===== src/verilog/conv_pkg.sv =====
// How it works
// - Comparator flag set on selected edge event
// - Comparator irq needs enable and global enable
// - Flag clears on vector or written one
// - Capture route gates comparator to timer capture
// - Mode: toggle, reserved, falling, rising
// - Mux enable, converter off: channel drives negative
// - Conversion yields ten bit code
// - Converter channel and reference selections apply only while converter enabled
// - Right justified default, left when adjust set
// - Low byte read blocks result updates
// - High byte read lifts result block
// - Completion flag set even when result discarded
// - Start bit reads one until completion; free run keeps it set
// - Channel change waits for conversion end
// - Free run converts back to back
// - Free run ignores converter flag state
// - Channel field offers ground and bandgap
// - Thirteen cycles, first after enable twenty-five
// - Completion writes result unless blocked, sets flag, clears start unless free run
// - Prescaler held reset while converter disabled
// - Comparator output synchronized, one-two cycle delay
package conv_pkg;
  // =====================================
  // Register offsets
  localparam logic [2:0] ADDR_CMP_CTRL  = 3'h0;
  localparam logic [2:0] ADDR_SPECIAL   = 3'h1;
  localparam logic [2:0] ADDR_CHAN_SEL  = 3'h2;
  localparam logic [2:0] ADDR_CONV_CTRL = 3'h3;
  localparam logic [2:0] ADDR_RES_LOW   = 3'h4;
  localparam logic [2:0] ADDR_RES_HIGH  = 3'h5;
  // =====================================
  // Bit positions
  localparam int BIT_CMP_OUT   = 5;
  localparam int BIT_CMP_FLAG  = 4;
  localparam int BIT_CMP_IE    = 3;
  localparam int BIT_CMP_CAP   = 2;
  localparam int BIT_MUX_EN    = 3;
  localparam int BIT_LEFT_ADJ  = 5;
  localparam int BIT_EN        = 7;
  localparam int BIT_START     = 6;
  localparam int BIT_FREE      = 5;
  localparam int BIT_CONV_FLAG = 4;
  localparam int BIT_CONV_IE   = 3;
  // =====================================
  // Reset values and timing
  localparam logic [7:0] RESET_BYTE     = 8'h00;
  localparam logic [4:0] CYC_NORMAL     = 5'h0D;
  localparam logic [4:0] CYC_FIRST      = 5'h19;
  localparam logic [6:0] DIV_RESET      = 7'h00;
  // =====================================
  // Comparator modes
  localparam logic [1:0] MODE_TOGGLE    = 2'h0;
  localparam logic [1:0] MODE_FALL      = 2'h2;
  localparam logic [1:0] MODE_RISE      = 2'h3;
  typedef enum logic [1:0] {ST_IDLE, ST_WAIT_EDGE, ST_CONVERT} conv_state_t;
endpackage


===== src/verilog/conv_sync_if.sv =====
`timescale 1ns/1ps
`default_nettype none
interface conv_sync_if;
  logic raw;
  logic synced;
  logic rise;
  logic fall;
  modport producer (input raw, output synced, output rise, output fall);
  modport consumer (output raw, input synced, input rise, input fall);
endinterface
`default_nettype wire


===== src/verilog/cmp_sync.sv =====
`timescale 1ns/1ps
`default_nettype none
module cmp_sync (
  // Clock and reset
  input  wire logic       clk,
  input  wire logic       rst,
  // Comparator level
  conv_sync_if.producer   s
);
  logic meta, stage, prev;
  logic next_meta, next_stage, next_prev;
  // =====================================
  // Two-flop synchroniser, then edge history
  always_comb begin
    next_meta  = s.raw;
    next_stage = meta;
    next_prev  = stage;
  end
  always_ff @(posedge clk) begin
    if (rst) begin
      meta  <= 1'b0;
      stage <= 1'b0;
      prev  <= 1'b0;
    end else begin
      meta  <= next_meta;
      stage <= next_stage;
      prev  <= next_prev;
    end
  end
  assign s.synced = stage;
  // Only the second flop and its history feed edge logic
  assign s.rise = stage & ~prev;
  assign s.fall = ~stage & prev;
endmodule
`default_nettype wire


===== src/verilog/adc_comparator_control.sv =====
// The plain strobed port and the placing of the registers were left to the implementer.
`timescale 1ns/1ps
`default_nettype none
module adc_comparator_control
  import conv_pkg::*;
#(
  parameter int DATA_W = 10
) (
  // Clock and reset
  input  wire logic              clk,
  input  wire logic              rst,
  // Register port
  input  wire logic [2:0]        addr,
  input  wire logic [7:0]        wdata,
  input  wire logic              wr,
  input  wire logic              rd,
  output logic [7:0]             rdata,
  // Cpu side
  input  wire logic              global_irq_enable,
  input  wire logic              cmp_vector_ack,
  input  wire logic              conv_vector_ack,
  output logic                   cmp_irq,
  output logic                   conv_irq,
  // Comparator analog side
  input  wire logic              cmp_result,
  output logic                   cmp_neg_use_mux,
  output logic [2:0]             cmp_neg_channel,
  output logic                   capture_in,
  // Converter analog side
  output logic [3:0]             conv_channel,
  output logic [1:0]             conv_reference,
  output logic                   conv_sample,
  input  wire logic [DATA_W-1:0] conv_code
);
  conv_sync_if sif ();
  logic [7:0] cmp_ctrl, special, chan_sel, conv_ctrl, res_low, res_high;
  logic [7:0] next_cmp_ctrl, next_special, next_chan_sel, next_conv_ctrl;
  logic [7:0] next_res_low, next_res_high;
  logic [3:0] act_channel, next_act_channel;
  logic [1:0] act_ref, next_act_ref;
  logic       blocked, next_blocked;
  logic       first_conv, next_first_conv;
  logic [6:0] div_cnt, next_div_cnt;
  logic [4:0] cyc, next_cyc;
  conv_state_t state, next_state;
  logic [7:0] next_rdata;
  logic       wr_cmp, wr_conv, wr_sel, tick, done, cmp_event;
  logic       en;

  assign sif.raw = cmp_result;
  cmp_sync u_sync (
    .clk (clk),
    .rst (rst),
    .s   (sif)
  );

  // =====================================
  // Decode
  assign wr_cmp  = wr && addr == ADDR_CMP_CTRL;
  assign wr_conv = wr && addr == ADDR_CONV_CTRL;
  assign wr_sel  = wr && addr == ADDR_CHAN_SEL;
  assign en      = conv_ctrl[BIT_EN];

  // =====================================
  // Comparator event decode
  always_comb begin
    case (cmp_ctrl[1:0])
      MODE_TOGGLE: cmp_event = sif.rise | sif.fall;
      MODE_FALL:   cmp_event = sif.fall;
      MODE_RISE:   cmp_event = sif.rise;
      default:     cmp_event = 1'b0;
    endcase
  end

  // =====================================
  // Comparator register
  always_comb begin
    next_cmp_ctrl = cmp_ctrl;
    if (wr_cmp) begin
      next_cmp_ctrl[3:0] = wdata[3:0];
      // Written one clears the flag
      next_cmp_ctrl[BIT_CMP_FLAG] = cmp_ctrl[BIT_CMP_FLAG] & ~wdata[BIT_CMP_FLAG];
    end
    if (cmp_vector_ack)
      next_cmp_ctrl[BIT_CMP_FLAG] = 1'b0;
    // Set beats a clear in the same cycle
    if (cmp_event)
      next_cmp_ctrl[BIT_CMP_FLAG] = 1'b1;
    next_cmp_ctrl[7:5] = 3'h0;
  end

  assign cmp_irq = cmp_ctrl[BIT_CMP_FLAG] & cmp_ctrl[BIT_CMP_IE] & global_irq_enable;
  assign capture_in = cmp_ctrl[BIT_CMP_CAP] & sif.synced;
  assign cmp_neg_use_mux = special[BIT_MUX_EN] & ~en;
  assign cmp_neg_channel = chan_sel[2:0];

  // =====================================
  // Prescaler: divide by 2^field, minimum 2
  always_comb begin
    next_div_cnt = en ? 7'(div_cnt + 7'h01) : DIV_RESET;
    case (conv_ctrl[2:0])
      3'h0, 3'h1: tick = en && div_cnt[0];
      3'h2: tick = en && &div_cnt[1:0];
      3'h3: tick = en && &div_cnt[2:0];
      3'h4: tick = en && &div_cnt[3:0];
      3'h5: tick = en && &div_cnt[4:0];
      3'h6: tick = en && &div_cnt[5:0];
      default: tick = en && &div_cnt[6:0];
    endcase
  end

  // =====================================
  // Conversion sequencer
  always_comb begin
    next_state      = state;
    next_cyc        = cyc;
    next_first_conv = first_conv;
    done            = 1'b0;
    if (!en) begin
      next_state      = ST_IDLE;
      next_first_conv = 1'b1;
    end else begin
      case (state)
        ST_IDLE:
          if (conv_ctrl[BIT_START]) next_state = ST_WAIT_EDGE;
        ST_WAIT_EDGE:
          if (tick) begin
            next_state = ST_CONVERT;
            next_cyc   = first_conv ? CYC_FIRST : CYC_NORMAL;
          end
        ST_CONVERT:
          if (tick) begin
            next_cyc = 5'(cyc - 5'h01);
            if (cyc == 5'h01) begin
              done            = 1'b1;
              next_first_conv = 1'b0;
              // Free run restarts at once, flag ignored
              if (conv_ctrl[BIT_FREE])
                next_cyc = CYC_NORMAL;
              else
                next_state = ST_IDLE;
            end
          end
        default: next_state = ST_IDLE;
      endcase
    end
  end
  assign conv_sample = state == ST_CONVERT;

  // =====================================
  // Converter control register
  always_comb begin
    next_conv_ctrl = conv_ctrl;
    if (wr_conv) begin
      next_conv_ctrl = wdata;
      next_conv_ctrl[BIT_START] = conv_ctrl[BIT_START] | wdata[BIT_START];
      next_conv_ctrl[BIT_CONV_FLAG] = conv_ctrl[BIT_CONV_FLAG] & ~wdata[BIT_CONV_FLAG];
      if (!wdata[BIT_EN])
        next_conv_ctrl[BIT_START] = 1'b0;
    end
    if (conv_vector_ack)
      next_conv_ctrl[BIT_CONV_FLAG] = 1'b0;
    if (done) begin
      next_conv_ctrl[BIT_CONV_FLAG] = 1'b1;
      if (!conv_ctrl[BIT_FREE])
        next_conv_ctrl[BIT_START] = 1'b0;
    end
  end
  assign conv_irq = conv_ctrl[BIT_CONV_FLAG] & conv_ctrl[BIT_CONV_IE] & global_irq_enable;

  // =====================================
  // Selections, latched while safe
  always_comb begin
    next_chan_sel    = wr_sel ? wdata : chan_sel;
    next_special     = (wr && addr == ADDR_SPECIAL) ? (wdata & 8'h08) : special;
    next_act_channel = act_channel;
    next_act_ref     = act_ref;
    // Live only when enabled and not mid conversion
    if (en && (state != ST_CONVERT || done)) begin
      next_act_channel = chan_sel[3:0];
      next_act_ref     = chan_sel[7:6];
    end
  end
  assign conv_channel   = act_channel;
  assign conv_reference = act_ref;

  // =====================================
  // Result registers and lock
  always_comb begin
    next_res_low  = res_low;
    next_res_high = res_high;
    next_blocked  = blocked;
    if (rd && addr == ADDR_RES_LOW)  next_blocked = 1'b1;
    if (rd && addr == ADDR_RES_HIGH) next_blocked = 1'b0;
    if (done && !blocked) begin
      if (chan_sel[BIT_LEFT_ADJ]) begin
        next_res_high = conv_code[9:2];
        next_res_low  = {conv_code[1:0], 6'h00};
      end else begin
        next_res_high = {6'h00, conv_code[9:8]};
        next_res_low  = conv_code[7:0];
      end
    end
  end

  // =====================================
  // Read mux
  always_comb begin
    next_rdata = 8'h00;
    if (!rd) next_rdata = 8'h00;
    else if (addr == ADDR_CMP_CTRL)  next_rdata = {2'h0, sif.synced, cmp_ctrl[4:0]};
    else if (addr == ADDR_SPECIAL)   next_rdata = special;
    else if (addr == ADDR_CHAN_SEL)  next_rdata = chan_sel;
    else if (addr == ADDR_CONV_CTRL) next_rdata = conv_ctrl;
    else if (addr == ADDR_RES_LOW)   next_rdata = res_low;
    else if (addr == ADDR_RES_HIGH)  next_rdata = res_high;
  end

  always_ff @(posedge clk) begin
    if (rst) begin
      cmp_ctrl    <= RESET_BYTE;
      special     <= RESET_BYTE;
      chan_sel    <= RESET_BYTE;
      conv_ctrl   <= RESET_BYTE;
      res_low     <= RESET_BYTE;
      res_high    <= RESET_BYTE;
      act_channel <= 4'h0;
      act_ref     <= 2'h0;
      blocked     <= 1'b0;
      first_conv  <= 1'b1;
      div_cnt     <= DIV_RESET;
      cyc         <= 5'h00;
      state       <= ST_IDLE;
      rdata       <= 8'h00;
    end else begin
      cmp_ctrl    <= next_cmp_ctrl;
      special     <= next_special;
      chan_sel    <= next_chan_sel;
      conv_ctrl   <= next_conv_ctrl;
      res_low     <= next_res_low;
      res_high    <= next_res_high;
      act_channel <= next_act_channel;
      act_ref     <= next_act_ref;
      blocked     <= next_blocked;
      first_conv  <= next_first_conv;
      div_cnt     <= next_div_cnt;
      cyc         <= next_cyc;
      state       <= next_state;
      rdata       <= next_rdata;
    end
  end
endmodule
`default_nettype wire


===== config.mk =====
export PLATFORM = sky130hd
export DESIGN_NAME = adc_comparator_control
export DESIGN_NICKNAME = d
export VERILOG_FILES = /design/src/verilog/conv_pkg.sv /design/src/verilog/conv_sync_if.sv /design/src/verilog/cmp_sync.sv /design/src/verilog/adc_comparator_control.sv
export SDC_FILE = /design/constraint.sdc
export NUM_CORES = 1
export LEC_CHECK = 0
export ABC_AREA = 1
export BUFFER_PORTS_ARGS = -buffer_cell sky130_fd_sc_hd__buf_4
export CORE_UTILIZATION = 25
export DETAILED_ROUTE_END_ITERATION = 6
export GPL_ROUTABILITY_DRIVEN = 0
export PLACE_DENSITY = 0.48
export SLEW_MARGIN = 20
export SYNTH_ARGS = -nofsm -noshare
export SYNTH_HDL_FRONTEND = slang
export SYNTH_HIERARCHICAL = 1
export SYNTH_SLANG_ARGS = --single-unit

===== constraint.sdc =====
create_clock -name clk -period 2.2 [get_ports clk]
set_input_delay 0.44 -clock clk [delete_from_list [all_inputs] [get_ports clk]]
set_output_delay 0.44 -clock clk [all_outputs]
set_load 0.02 [all_outputs]

### After elaboration in Yosys (flattened, before gate mapping)

Cells that the tools add are included.
W data, S select, Z words.

| operators by class | value |
|---|---|
| div/mod/pow operators | 0 |
| add/sub/neg operators | 2 |
| reductions and logical operators | 38 |
| $lt $le $gt $ge | 0 |
| mux-type cells | 35 |
| shift-type cells | 0 |
| bitwise logic cells | 17 |
| multiply operators | 0 |
| equal/unequal tests | 22 |

Operators with widths:

| kind | number |
|---|---|
| $mux W8 | 7 |
| $mux W5 | 6 |
| $eq A3 B3 Y1 const B | 5 |
| $logic_and A1 B1 Y1 | 15 |
| $eq A3 B2 Y1 const B | 4 |
| $mux W1 | 11 |
| $and A1 B1 Y1 | 10 |
| $mux W2 | 5 |
| $pmux W5 S2 | 1 |
| $reduce_and A5 Y1 | 2 |
| $ne A2 B2 Y1 const B | 4 |
| $reduce_and A4 Y1 | 2 |
| $reduce_or A2 Y1 | 4 |
| $add A7 B1 Y7 const B | 1 |
| $mux W7 | 1 |
| $reduce_and A7 Y1 | 1 |
| $eq A2 B2 Y1 const B | 3 |
| $eq A3 B1 Y1 const B | 2 |
| $logic_not A3 Y1 | 2 |
| $mux W6 | 1 |
| $pmux W1 S6 | 1 |
| $pmux W2 S3 | 1 |
| $reduce_and A3 Y1 | 2 |
| $reduce_and A6 Y1 | 1 |
| other kinds (14) | 22 |

| storage, ports and cells | value |
|---|---|
| logic and storage cells | 135 |
| memories | 0 |
| output and inout bits | 22 |
| latch bits | 0 |
| bits in writable memories | 0 |
| input bits | 29 |
| ROM bits | 0 |
| bits in registers | 71 |

### Depth between registers and ports, before layout

| depth | value |
|---|---|
| word-level depth | 8 |
| depth in mapped cells | 14 |
| depth with buffers taken out | 14 |

### Modules after synthesis

Netlist, hierarchy kept.

By module, submodules not included:

| module | cells each | area each (µm²) | times used | seq. area each (µm²) |
|---|---|---|---|---|
| adc_comparator_control | 444 | 3161.8 | 1 | 1361.3 |
| cmp_sync | 12 | 93.8 | 1 | 60.1 |

### Worst setup path after synthesis

OpenSTA, ideal clock, no wires.

| timing path | value |
|---|---|
| path kind | register to register |
| from | register div_cnt[0] |
| to | register act_channel[0], in the netlist conv_channel[0] |
| data required time | 2.085 ns |
| path buffers | 1 |
| period minus slack after synthesis | 1.774 ns |
| setup time | 0.115 ns |
| path slack | 0.426 ns |
| arrival | 1.659 ns |
| cell stages (with the launch flop) | 14 |
| cell sequence | dfxtp_1 -> ha_1 -> nand3_2 -> inv_1 -> ha_1 -> nor2_1 -> nor2_1 -> nand2_1 -> nand2_1 -> nand4_4 -> nand2_1 -> buf_4 -> a21oi_1 -> nor2_1 |

| between the ends | value |
|---|---|
| word-level cells in the longest chain between the ends | 8 |
| elaborated cells between the ends (all ways) | 19 |
| classes of those cells | 4 x mux; 15 x reduce/logical |

RTL lines:

| element | RTL line | text |
|---|---|---|
| from (decl) | adc_comparator_control.sv:43 | `logic [6:0] div_cnt, next_div_cnt;` |
| from (signal assigned) | adc_comparator_control.sv:246 | `div_cnt <= next_div_cnt;` |
| $reduce_and A7 Y1, or another cell as far along | adc_comparator_control.sv:108 | `default: tick = en && &div_cnt[6:0];` |
| $logic_and A1 B1 Y1, or another cell as far along | adc_comparator_control.sv:108 |  |
| $pmux W1 S6 (*) | adc_comparator_control.sv:101 | `case (conv_ctrl[2:0])` |
| $mux W1 (*) | adc_comparator_control.sv:132 | `if (tick) begin` |
| $mux W1 (*) | adc_comparator_control.sv:123 | `case (state)` |
| $mux W1 (*) | adc_comparator_control.sv:119 | `if (!en) begin` |
| $logic_or A1 B1 Y1 (*) | adc_comparator_control.sv:179 | `if (en && (state != ST_CONVERT \|\| done)) begin` |
| $logic_and A1 B1 Y1 (*) | adc_comparator_control.sv:179 |  |
| to (signal assigned) | adc_comparator_control.sv:242 | `act_channel <= next_act_channel;` |
| to (decl) | adc_comparator_control.sv:39 | `logic [3:0] act_channel, next_act_channel;` |

Mark *: on every way between the ends. The rest lies on a longest branch, timed or not.
A chain may end at the register's enable or synchronous reset.

### Worst setup path after layout

| timing path | value |
|---|---|
| from | register div_cnt[0] |
| to | register res_high[1] |

| between the ends | value |
|---|---|
| word-level cells in the longest chain between the ends | 7 |
| elaborated cells between the ends (all ways) | 18 |
| classes of those cells | 4 x mux; 14 x reduce/logical |

RTL lines:

| element | RTL line | text |
|---|---|---|
| $reduce_and A7 Y1, or another cell as far along | adc_comparator_control.sv:108 |  |
| $logic_and A1 B1 Y1, or another cell as far along | adc_comparator_control.sv:108 |  |
| $pmux W1 S6 (*) | adc_comparator_control.sv:101 |  |
| $mux W1 (*) | adc_comparator_control.sv:132 |  |
| $mux W1 (*) | adc_comparator_control.sv:123 |  |
| $mux W1 (*) | adc_comparator_control.sv:119 |  |
| $logic_and A1 B1 Y1 (*) | adc_comparator_control.sv:195 | `if (done && !blocked) begin` |
| to (signal assigned) | adc_comparator_control.sv:241 | `res_high <= next_res_high;` |
| to (decl) | adc_comparator_control.sv:36 | `logic [7:0] cmp_ctrl, special, chan_sel, conv_ctrl, res_low, res_high;` |

Marks and branches as above.

==> summary by stage <==
Global routing
The total overflow left after global routing is 0. The maximum number of pins on one net before global-route repair is 41. Across every metal layer, demand over resource in global routing totals 13.9%. The number of antenna violations at the first check in global routing is 0. The wire length of the first global-routing pass is 14.0 mm. The via count of the first global-routing pass was 2,819.

Die
From bottom edge to top edge, the die measures 116 um. The die extent in x is 116 um. The total area inside the core boundary comes to 12,700 sq um.

The number of core rows is 41. The effective utilization at floorplan is 25.7%. The area of the die is 13,500 sq um. 51 I/O pins were placed.

STA
For this run, the top clock speed supported by timing is 520 MHz. The clock arrives with 0.00563 ns of skew. The transition time of the tightest slew-check pin is 0.545 ns. The final max-slew violation count came to 0. After layout, the minimum clock period comes to 1.92 ns. The worst hold margin is 0.321 ns.

The max-slew headroom at the worst pin is 63.6%. The number of hold violations in the final report is 0. For the final routed database, the setup TNS stands at 0 ns. Setup repair after global routing left no endpoint under its margin. The worst path uses 87.5% of the clock period. Setup violations remaining at the end of the flow were counted as 0.

Power
The switching power as a share of total power is 21.0%. The total net switching power is 666 uW. The share of power burned in registers is 41.9%. The portion of total power attributed to the clock network is 51.9%. The peak supply drop is 0.374 mV. The power per standard cell area is 768 nW/um^2. The leakage power is 0.00174 uW.

The internal portion of the total power is 2510 uW. The combinational fraction of design power is 6.2%.

Clock tree
The level count of the clock H-tree is 3. The clock-pin slew of the registers on the worst-case setup and hold paths is 0.05 ns. The number of buffers created by CTS is 9. After clock tree synthesis, the repair step resized 0 gates.

In this run the post-CTS setup repair buffer count came out at 0. The maximum clock path buffer count is 2. TritonCTS built the clock tree. For this design, the CTS-stage hold fixing added 0 buffers.

The cell at the root of the clock tree is clkbuf_16. At the later pin of the worst-skew pair, clock insertion delay measures 0.33 ns. The number of sinks on the clock net is 71.

Synth
For this run, the number of Yosys warnings is 6. For this run, the register share of the synthesized area comes to 43.7%. The number of flops mapped to enable cells by yosys is 0. The number of nets in the synthesized netlist is 493. The post-synth design cell area is 3260 sq um.

The proportion of synthesized flip-flops having asynchronous set or reset is 0%. The post-synthesis area per instance is 7.14 sq um. The main flop type after synthesis is dfxtp_1. Synthesis inferred 71 register bits.

The number of distinct library cell variants in the gate-level netlist after synthesis is 31. Counting every instance in the synthesized netlist gives 456.

Setup path
Counting both buffers and inverters, the worst setup path holds a total of 2. The depth of the critical timing path with buffers and inverters included is 14. The cell with the largest stage delay on the worst path is dfxtp_2. On the worst path, the slowest cell contributes a delay of 0.35 ns. STA classifies the critical path startpoint as a flip-flop. The signal on the critical path passes through ha_2 > nand3_2 > inv_1 > ha_1 > nor2_1 > nor2_1 > nand2_1 > nand2_1 > nand4_4 > nor2_4 > buf_12 > nand2_1 > nand2_1 > nor2_1. Across all register-to-register paths, the minimum setup slack is 0.28 ns. The kind of end point of the critical path is a flip-flop.

The arrival time of the worst setup path is 2.15 ns. The peak fanout along the critical path is 32. The most repeated library cell on the critical path is nand2_1. The top cell family by delay on the critical path is simple AND/OR/NAND/NOR gates. The type of the worst setup path is flip-flop to flip-flop. The logic depth of the worst register-to-register path is 14. The required arrival time at the worst endpoint is 2.42 ns.

Drt
The detail route stage leaves a number of antenna-violating nets equal to 0. For this run, design rule violations remaining after detail routing come to 0. The number of DRC violations after detailed-routing iteration 0 is 190.

The overall via count from detail_route is 2,986. The routed wire length per instance is 12.7 um. The via count normalized by instance count is 4.39. The first detailed-routing pass took 4 iterations. After detailed routing, the total wire length is 8.62 mm.

Worst hold path
The type of the worst min-delay path is input pin to flip-flop. The cell depth of the worst min-delay path is 2.

Placed design
The wire-length estimate of the detail-placed layout is 6.46 mm. The instance area at placement is 3780 sq um. Port buffering added 50 buffers. The instance count after placement with tap cells included is 664.

Status
The flow ran to the end, and the final reports show no timing, DRC or antenna violations.

Cells and area
The filler-free cell count of the finished design is 680. The share of the core filled with cells in the final layout is 32.6%. The number of antenna diodes in the final layout is 0. The net total in the final layout is 540.

In the final layout, the share of cells above drive strength 1 is 15.6%. The cell area after layout is 4130 sq um. From synthesis to final layout, the design area changed by 26.9%.

Flow run
The max-capacitance violation count is 0.
==> sequential cells by signal, indices dropped and copies added (netlist names), 2 cells and up <==
signal          flops
chan_sel            8
conv_ctrl           8
rdata               8
res_high            8
res_low             8
div_cnt             7
cmp_ctrl            5
cyc                 5
conv_channel        4
conv_reference      2
state               2
==> power groups by stage <==
stage | clock network [uW] | logic, uW | registers, uW
after floorplan | 0 | 104 | 1350
after global placement | 0 | 197 | 1360
after detailed placement | 0 | 198 | 1360
after CTS | 1680 | 198 | 1330
after global routing | 1730 | 222 | 1330
final | 1650 | 197 | 1330
==> routing by layer <==
layer / global-route usage, % / routed length (um) / share of wire, %
met1: 17.2 / 3960 / 46
met2: 23.1 / 4130 / 48
met3: 3.68 / 354 / 4.1
met4: 5.13 / 167 / 1.9
met5: 0 / 0 / 0
==> logic make-up (layout without fill, tap and decap cells) <==
group	Yosys count	in the layout	share of synthesized area, %
buffers and inverters	75	127	9.84
DFF	71	71	43.7
muxes	4	4	1.23
adders and majority gates	8	8	3.07
and+or+nand+nor	208	208	26.2
xor gates and xnor gates	4	4	1.08
AOI/OAI and AO/OA	86	86	14.9
==> layout make-up <==
cell class / instances / area (sq um)
clock buffers: 14 / 284
clock inverters: 2 / 60.1
fillers: 1363 / 8540
inverters: 58 / 218
multi-input cells: 310 / 1520
flip-flops and latches: 71 / 1420
well taps: 172 / 215
repair buffers: 53 / 410
==> worst register-to-register path: stages (launching register included) <==
cell	delay, ns
dfxtp_2	0.35
ha_2	0.21
nand3_2	0.11
inv_1	0.07
ha_1	0.13
nor2_1	0.04
nor2_1	0.08
nand2_1	0.05
nand2_1	0.12
nand4_4	0.15
nor2_4	0.15
buf_12	0.18
nand2_1	0.08
nand2_1	0.06
nor2_1	0.04
==> cell usage after synthesis (3+ instances only) <==
cell type	count	area share, %
o211ai_1	3	0.69
nand3_1	19	2.9
buf_4	4	0.92
buf_1	3	0.35
a22oi_1	4	0.92
nand2_1	105	12
clkbuf_1	6	0.69
buf_6	3	1.0
nor3_1	4	0.61
ha_1	8	3.1
o21ai_0	25	3.8
nor2_1	73	8.4
inv_1	57	6.6
xor2_1	3	0.81
mux2i_1	4	1.2
a41oi_1	4	1.1
a21oi_1	42	6.5
dfxtp_1	71	44
==> layout by cell type, fill, tap and decap left out, types with 7 or more instances in the layout <==
master and instances:
nor2_1 73, dfxtp_1 70, nand3_1 19, o21ai_0 24
inv_1 57, ha_1 7, a21oi_1 42, nand2_1 103
buf_4 52, clkbuf_16 9
==> path summary, 6_finish.rpt <==
check / from / to
max: div_cnt[0] / res_high[1]
min: rd / blocked
max reg2reg: div_cnt[0] / res_high[1]
min reg2reg: u_sync/meta / u_sync/s.synced
==> stage by stage <==
stage | worst slack [ns] | total power (uW)
after floorplan | 0.426 | 1460
after global placement | 0.245 | 1550
after detailed placement | 0.148 | 1550
after CTS | 0.135 | 3210
after global routing | 0.0344 | 3280
final | 0.276 | 3170
Note: power is estimated with default switching activity, not from simulation.
